`config.mk`:
```
export PLATFORM = sky130hd
export DESIGN_NAME = pm_phy_regs_flat
export DESIGN_NICKNAME = d
export VERILOG_FILES = /design/src/pm_phy_pkg.sv /design/src/pm_phy_if.sv /design/src/pm_phy_regs.sv /design/src/flat_wrapper.sv
export SDC_FILE = /design/constraint.sdc
export NUM_CORES = 1
export LEC_CHECK = 0
export ABC_AREA = 1
export BUFFER_PORTS_ARGS = -buffer_cell sky130_fd_sc_hd__buf_2
export CAP_MARGIN = 20
export CORE_MARGIN = 2
export CORE_UTILIZATION = 32
export DETAILED_ROUTE_END_ITERATION = 8
export GPL_TIMING_DRIVEN = 0
export PLACE_DENSITY = 0.76
export SETUP_SLACK_MARGIN = 0.1
export SLEW_MARGIN = 15
export SYNTH_ARGS = -nofsm -noshare
export SYNTH_HDL_FRONTEND = slang
export SYNTH_SLANG_ARGS = --single-unit
```
`constraint.sdc`:
```
create_clock -name clk_in -period 1.05 [get_ports clk_in]
set_clock_uncertainty 0.05 [all_clocks]
set_input_delay 0.105 -clock clk_in [delete_from_list [all_inputs] [get_ports clk_in]]
set_output_delay 0.105 -clock clk_in [all_outputs]
set_load 0.05 [all_outputs]
```
`src/pm_phy_pkg.sv`:
```
package pm_phy_pkg;

  // ****************************************
  // register map
  // ****************************************
  localparam logic [7:0]  PMCS_OFFSET     = 8'h48;
  localparam logic [7:0]  PMEXT_OFFSET    = 8'h4A;
  localparam logic [7:0]  PHYCTL_OFFSET   = 8'hEC;
  localparam logic [7:0]  HCTL_OFFSET     = 8'h00;
  localparam logic [7:0]  HSTAT_OFFSET    = 8'h04;

  // power-management control and status fields
  localparam int          WAKE_FLAG_BIT   = 15;
  localparam int          WAKE_EN_BIT     = 8;
  localparam logic [1:0]  PWR_D0          = 2'h0;
  localparam logic [1:0]  PWR_D1          = 2'h1;
  localparam logic [1:0]  PWR_D2          = 2'h2;
  localparam logic [1:0]  PWR_D3          = 2'h3;

  // phy side control fields
  localparam int          CNA_ROUTE_BIT   = 7;
  localparam int          PHY_RST_BIT     = 4;
  localparam int          COMPLY_BIT      = 3;
  localparam int          SLEEP_BIT       = 2;
  localparam logic [7:0]  PHYCTL_WMASK    = 8'h9F;
  localparam logic [7:0]  PHYCTL_RESET    = 8'h08;
  localparam logic [15:0] PMCS_RESET      = 16'h0000;

  // host-side controller register bits
  localparam int          HC_GO_BIT       = 0;
  localparam int          HC_WRITE_BIT    = 1;
  localparam int          HC_ADDR_LSB     = 8;
  localparam int          HC_DATA_LSB     = 16;

endpackage : pm_phy_pkg

```
`src/pm_phy_if.sv`:
```
// configuration access path between host and device
interface pm_phy_if;
  logic        cfg_req;
  logic        cfg_write;
  logic [7:0]  cfg_addr;
  logic [31:0] cfg_wdata;
  logic [3:0]  cfg_be;
  logic [31:0] cfg_rdata;
  logic        cfg_ack;

  modport device_mp (input cfg_req, cfg_write, cfg_addr, cfg_wdata, cfg_be, output cfg_rdata, cfg_ack);
  modport host_mp   (output cfg_req, cfg_write, cfg_addr, cfg_wdata, cfg_be, input cfg_rdata, cfg_ack);
endinterface : pm_phy_if

```
`src/pm_phy_regs.sv`:
```
module pm_phy_regs
  import pm_phy_pkg::*;
(
  input  wire logic   clk_in,
  input  wire logic   rst_n_in,
  input  wire logic   global_hard_reset_n_in,
  input  wire logic   d3hot_reset_in,
  input  wire logic   cold_wake_support_in,
  input  wire logic   wake_event_in,
  input  wire logic   cable_not_active_signal_in,
  input  wire logic   eeprom_load_in,
  input  wire logic [7:0] eeprom_data_in,
  pm_phy_if.device_mp cfg,
  output logic        wake_event_n_out,
  output logic        cable_activity_out,
  output logic        physical_layer_reset_out,
  output logic        phy_sleep_control_out,
  output logic [1:0]  power_level_out
);
  import pm_phy_pkg::*;

  // ****************************************
  // state
  // ****************************************
  typedef struct packed {
    logic       wake_flag;
    logic       wake_en;
    logic [1:0] pwr;
    logic       pme_drive;
    logic [7:0] phyctl;
    logic [31:0] rdata;
    logic       ack;
  } state_s;

  state_s s_q;
  state_s s_d;

  logic wr_hit;
  logic pm_wr;
  logic phy_wr;

  // bus decode; cfg_ack is a one-cycle pulse on the cycle after a request
  assign wr_hit = cfg.cfg_req && cfg.cfg_write && !s_q.ack;
  assign pm_wr  = wr_hit && (cfg.cfg_addr == PMCS_OFFSET);
  assign phy_wr = wr_hit && (cfg.cfg_addr == PHYCTL_OFFSET) && cfg.cfg_be[0];

  // ****************************************
  // next state
  // ****************************************
  always_comb
  begin
    s_d     = s_q;
    s_d.ack = cfg.cfg_req && !s_q.ack;
    // write of 1 clears flag and drops the event line
    if (pm_wr && cfg.cfg_be[1] && cfg.cfg_wdata[WAKE_FLAG_BIT])
    begin
      s_d.wake_flag = 1'b0;
      s_d.pme_drive = 1'b0;
    end
    // set wins over a same-cycle clear
    if (wake_event_in)
    begin
      s_d.wake_flag = 1'b1;
      s_d.pme_drive = 1'b1;
    end
    if (pm_wr && cfg.cfg_be[1])
      s_d.wake_en = cfg.cfg_wdata[WAKE_EN_BIT];
    if (pm_wr && cfg.cfg_be[0])
      s_d.pwr = cfg.cfg_wdata[1:0];
    // only writable bits stored; 6-5 stay zero
    if (phy_wr)
      s_d.phyctl = cfg.cfg_wdata[7:0] & PHYCTL_WMASK;
    if (eeprom_load_in)
      s_d.phyctl = eeprom_data_in & PHYCTL_WMASK;
    // function or D3hot reset: only the non-sticky enable clears
    if ((!rst_n_in || d3hot_reset_in) && !cold_wake_support_in)
      s_d.wake_en = 1'b0;
    // read mux; reserved fields zero
    s_d.rdata = 32'h0000_0000;
    case (cfg.cfg_addr)
      PMCS_OFFSET:   s_d.rdata[15:0] = {s_q.wake_flag, 6'h00, s_q.wake_en, 6'h00, s_q.pwr};
      PMEXT_OFFSET:  s_d.rdata = 32'h0000_0000;
      PHYCTL_OFFSET: s_d.rdata[7:0] = {s_q.phyctl[7:2], 2'h0};
      default:       s_d.rdata = 32'h0000_0000;
    endcase
  end

  // ****************************************
  // registers
  // ****************************************
  // only the hard reset clears sticky bits
  always_ff @(posedge clk_in)
  begin
    if (!global_hard_reset_n_in)
    begin
      s_q           <= '0;
      s_q.phyctl    <= PHYCTL_RESET;
    end
    else
    begin
      s_q <= s_d;
    end
  end

  // ****************************************
  // outputs
  // ****************************************
  // event pin active low, gated by enable
  assign wake_event_n_out         = !(s_q.pme_drive && s_q.wake_en);
  assign cable_activity_out       = s_q.phyctl[CNA_ROUTE_BIT] && cable_not_active_signal_in;
  assign physical_layer_reset_out = s_q.phyctl[PHY_RST_BIT];
  assign phy_sleep_control_out    = s_q.phyctl[SLEEP_BIT];
  assign power_level_out          = s_q.pwr;
  assign cfg.cfg_rdata            = s_q.rdata;
  assign cfg.cfg_ack              = s_q.ack;

endmodule // pm_phy_regs

```
`src/flat_wrapper.sv`:
```
// flat-port wrapper written by rule: the top's interface ports become plain ports
module pm_phy_regs_flat import pm_phy_pkg::*;
  (clk_in, rst_n_in, global_hard_reset_n_in, d3hot_reset_in, cold_wake_support_in, wake_event_in, cable_not_active_signal_in, eeprom_load_in, eeprom_data_in, wake_event_n_out, cable_activity_out, physical_layer_reset_out, phy_sleep_control_out, power_level_out, cfg_cfg_req, cfg_cfg_write, cfg_cfg_addr, cfg_cfg_wdata, cfg_cfg_be, cfg_cfg_rdata, cfg_cfg_ack);
  pm_phy_if cfg_i ();
  input  wire logic clk_in;
  input  wire logic rst_n_in;
  input  wire logic global_hard_reset_n_in;
  input  wire logic d3hot_reset_in;
  input  wire logic cold_wake_support_in;
  input  wire logic wake_event_in;
  input  wire logic cable_not_active_signal_in;
  input  wire logic eeprom_load_in;
  input  wire logic [7:0] eeprom_data_in;
  output logic wake_event_n_out;
  output logic cable_activity_out;
  output logic physical_layer_reset_out;
  output logic phy_sleep_control_out;
  output logic [1:0] power_level_out;
  input wire logic [$bits(cfg_i.cfg_req)-1:0] cfg_cfg_req;
  input wire logic [$bits(cfg_i.cfg_write)-1:0] cfg_cfg_write;
  input wire logic [$bits(cfg_i.cfg_addr)-1:0] cfg_cfg_addr;
  input wire logic [$bits(cfg_i.cfg_wdata)-1:0] cfg_cfg_wdata;
  input wire logic [$bits(cfg_i.cfg_be)-1:0] cfg_cfg_be;
  output wire logic [$bits(cfg_i.cfg_rdata)-1:0] cfg_cfg_rdata;
  output wire logic [$bits(cfg_i.cfg_ack)-1:0] cfg_cfg_ack;
  assign cfg_i.cfg_req = cfg_cfg_req;
  assign cfg_i.cfg_write = cfg_cfg_write;
  assign cfg_i.cfg_addr = cfg_cfg_addr;
  assign cfg_i.cfg_wdata = cfg_cfg_wdata;
  assign cfg_i.cfg_be = cfg_cfg_be;
  assign cfg_cfg_rdata = cfg_i.cfg_rdata;
  assign cfg_cfg_ack = cfg_i.cfg_ack;
  pm_phy_regs u_core (.clk_in(clk_in), .rst_n_in(rst_n_in), .global_hard_reset_n_in(global_hard_reset_n_in), .d3hot_reset_in(d3hot_reset_in), .cold_wake_support_in(cold_wake_support_in), .wake_event_in(wake_event_in), .cable_not_active_signal_in(cable_not_active_signal_in), .eeprom_load_in(eeprom_load_in), .eeprom_data_in(eeprom_data_in), .cfg(cfg_i), .wake_event_n_out(wake_event_n_out), .cable_activity_out(cable_activity_out), .physical_layer_reset_out(physical_layer_reset_out), .phy_sleep_control_out(phy_sleep_control_out), .power_level_out(power_level_out));
endmodule
```
Word-level counts from Yosys, hierarchy flattened

Index checks and enable logic that the tools add are counted.

Register bits: 43
Bits in latches: 0
RAM bits: 0
ROM bits: 0
Bits of input ports: 62
Memories kept: 0

$add $sub $neg: 0
$mul: 0
Div/mod/pow operators: 0
$lt $le $gt $ge: 0
Equal/unequal tests: 2
Shift operators: 0
Muxes and demuxes: 6
Bitwise operators: 1
Reductions and logical operators: 21

Operators with widths:

| cell                                                            | number |
|---|---|
| 8-bit two-way mux                                               | 3 |
| 8-bit case mux with 2 select lines                              | 1 |
| 1-bit logical AND                                               | 12 |
| 8-bit by 7-bit == test with 1-bit output, second input constant | 1 |
| 8-bit == test, second input constant                            | 1 |
| 1-bit logical NOT                                               | 4 |
| 2-bit nonzero test                                              | 2 |
| 1-bit two-way mux                                               | 2 |
| 2-bit AND reduction                                             | 1 |
| 2-bit OR reduction                                              | 1 |
| 1-bit logical OR                                                | 1 |
| 1-bit inverter                                                  | 1 |

Longest topological paths before layout

Depth after elaboration: 7
Gate-level depth with buffers: 8
Depth with buffers taken out: 8

Least setup slack after synthesis

Ideal clock, no wire load.

Kind: flip-flop to flip-flop
Start: register u_core.s_q (netlist bit u_core.cfg.cfg_ack)
End: register u_core.s_q[36] (netlist bit)
Data arrival time: 1144 ps
Data required time: 880 ps
Slack: -264 ps
Cell stages (with the launch flop): 8
Buffers on the path: 0
Cell sequence: dfxtp_1 > inv_1 > nand3_1 > nor2_4 > nand2_4 > nand2_1 > nand2_1 > nand3_1

Longest elaborated chain between the ends: 5

Ends and longest elaborated chain:

| item                           | line              | RTL |
|---|---|---|
| start, declared                | pm_phy_regs.sv:35 | `state_s s_q;` |
| 1-bit logical NOT              | pm_phy_regs.sv:43 | `assign wr_hit = cfg.cfg_req && cfg.cfg_write && !s_q.ack;` |
| 1-bit logical AND              | pm_phy_regs.sv:43 |  |
| 1-bit logical AND (2 in a row) | pm_phy_regs.sv:45 | `assign phy_wr = wr_hit && (cfg.cfg_addr == PHYCTL_OFFSET) && cfg.cfg_be[0];` |
| 2-bit nonzero test (no line)   | --                |  |

No other way between the ends.
A chain may end at the register's enable or synchronous reset.

Worst setup path after layout

Start: register u_core.s_q (netlist bit u_core.cfg.cfg_ack)
End: output port cfg_cfg_ack

RTL lines:

| item          | line               | RTL |
|---|---|---|
| end, declared | flat_wrapper.sv:25 | `output wire logic [$bits(cfg_i.cfg_ack)-1:0] cfg_cfg_ack;` |

No word-level cell between the ends.

==> results.cfg <==
[setup_path]
crit_buf_inv = 2
crit_family = flip-flops
worstSetupPathType = reg -> out
cp_slowest_cell = dfxtp_4
worstPathArrival_ns = 0.91
crit_chain = buf_4, buf_8
cp.required_ns = 0.89
endpoint_kind = primary output
start_kind = flip-flop
cp_max_fo = 2
slowest_delay_ns = 0.36

[sta]
holdWs_ns = 0.005331
fin_crit_sh = 1.018
slew_violations = 0
hold_violations = 0
clock.fmax_ghz = 0.9360
fin_crit_ns = 1.068
setup_viol = 2
rsz0062_at_grt = true
setup_ws_ns = -0.01841

[detailed_routing]
firstDrtPassIters = 3
drt-initial-drc-count = 11
routed_via_density = 3.781
vias = 983
ant_nets = 0
drt-total-wl_um = 1980
drc = 0
wl_per_cell_um = 7.615

[cells_and_area]
final_cell_area_mm2 = 0.001620
layout_commonest_cell = buf_4
diodes = 0
final_util = 0.5307
area_growth_pct = 58.70
finalNetCount = 279
final_cell_mix = 32 x buf_4, 30 x buf_2, 28 x nand2_1
nFillCells = 316
instances_no_fill = 260
drive_gt1_frac = 0.5231

[status]
violations = negative setup slack
status = complete, but fails checks

[clock_network]
cts.sinks = 17
htreeDepth = 1
clockRootBuffer = clkbuf_4
cts_tree = yes
clockBufferDepth = 2
cts_buffers = 3
insertion_delay_ns = 0.28
clk_pin_slew_ns = 0.11

[floorplanning]
dieArea_mm2 = 0.003658
die_h_um = 60.49
io_pins = 101
core_area_mm2 = 0.003053
initial_core_util = 0.3344
rows = 20
die_w_um = 60.49

[power]
p_comb_frac = 0.333
p_leak_nw = 0.8810
p_sw_mw = 0.5516
sw_frac_of_total = 0.3588
p_int_mw = 0.9858
p_clk_frac = 0.228
p_per_area_mw_per_mm2 = 948.8
p_seq_frac = 0.439
ir_worst_vdd_mv = 0.4156

[yosys]
yosys_warnings = 0
avgSynthCellArea_um2 = 6.993
ys_types = 14
seq_area_frac_synth = 0.3333
synth-seq-cells = 17
synth_cells = 146
synth_area_mm2 = 0.001021

[global_route]
grt_pass1_wl_um = 3187
overflow = 0
antenna_found_initial = 0
grt_pass1_vias = 824
track_usage = 0.1162
grt_max_degree = 11

[placed_design]
io_buffer_count = 45
place_area_mm2 = 0.001418
routabilityCongestion = 0.6935
placedCellCount = 258
hpwl_um = 1571
dp_slack_ns = -0.04369

[worst_hold_path]
hold_path_class = in -> reg

[flow_run]
maxCapViolCount = 0
## Yosys cell counts (all sizes together)
cell,count,share of area
nand2,31,0.12
a21oi,8,0.039
buf,36,0.26
nor2,21,0.10
dfxtp,17,0.33
inv,19,0.070
nand3,7,0.034
o21ai,3,0.015
nor3,3,0.015
conb,1,0.0037
## power by group through the flow
stage / logic [mW] / registers (mW) / clock network, mW
5_1_grt: 0.552 / 0.677 / 0.381
3_5_place_dp: 0.470 / 0.684 / 0
4_1_cts: 0.495 / 0.672 / 0.354
3_3_place_gp: 0.466 / 0.683 / 0
2_1_floorplan: 0.359 / 0.710 / 0
6_report: 0.512 / 0.675 / 0.351
## worst paths after layout
kind / slack (ns) / endpoint / depth (start not counted) / start
worst max-delay path: -0.02 / cfg_cfg_ack / 2 / u_core.cfg.cfg_ack
worst min-delay path: 0.005 / u_core.s_q[36] / 2 / global_hard_reset_n_in
worst max register to register: 0 / u_core.phy_sleep_control_out / 6 / u_core.cfg.cfg_ack
worst min register to register: 0.40 / u_core.cfg.cfg_rdata[3] / 2 / u_core.s_q[36]
## layer usage
layer,up-vias,share of wire,GRT usage
met1,422,0.41,0.1278
met4,0,0.019,0.07143
met2,38,0.50,0.2050
met5,-,0,0
li1,519,-,-
met3,4,0.071,0.02345
## per-stage QoR
step / total power [mW] / setup TNS, ns
global placement: 1.150 / -0.1139
floorplan: 1.069 / -0.2742
global route: 1.609 / -0.6388
CTS: 1.520 / -0.01479
finish: 1.537 / -0.01864
detailed placement: 1.153 / -0.1575
## registers in the layout, indices dropped and copies added (netlist names)
signal,cells
u_core.phy_sleep_control_out,1
u_core.power_level_out,2
u_core.physical_layer_reset_out,1
u_core.cfg.cfg_rdata,8
u_core.cfg.cfg_ack,1
u_core.s_q,4
## kinds of logic after synthesis
kind of cell	Yosys count	share of synthesized area
AO/OA/AOI/OAI	11	0.05392
AND/OR/NAND/NOR	62	0.2745
other	1	0.003673
buffers and inverters	55	0.3346
flip-flops	17	0.3333
## area by class of cell
type | instances | area [µm²] | area share
buffer | 26 | 195.2 | 0.1205
clock buffer | 3 | 22.52 | 0.01390
clock inverter | 1 | 5.005 | 0.003089
inverter | 19 | 73.82 | 0.04556
multi-input combinational | 97 | 469.2 | 0.2896
sequential | 17 | 362.8 | 0.2239
tap | 44 | 55.05 | 0.03398
timing repair buffer | 53 | 436.7 | 0.2695
## repair_timing
action | CTS | global route
gates cloned | 0 | 0
setup buffers | 5 | 1
hold buffers | 2 | 0
setup endpoints to repair | 23 | 22
hold endpoints to repair | 2 | 0
resized for setup | 52 | 13
pin swaps | 1 | 1
Power figures use the tool's default switching activity.
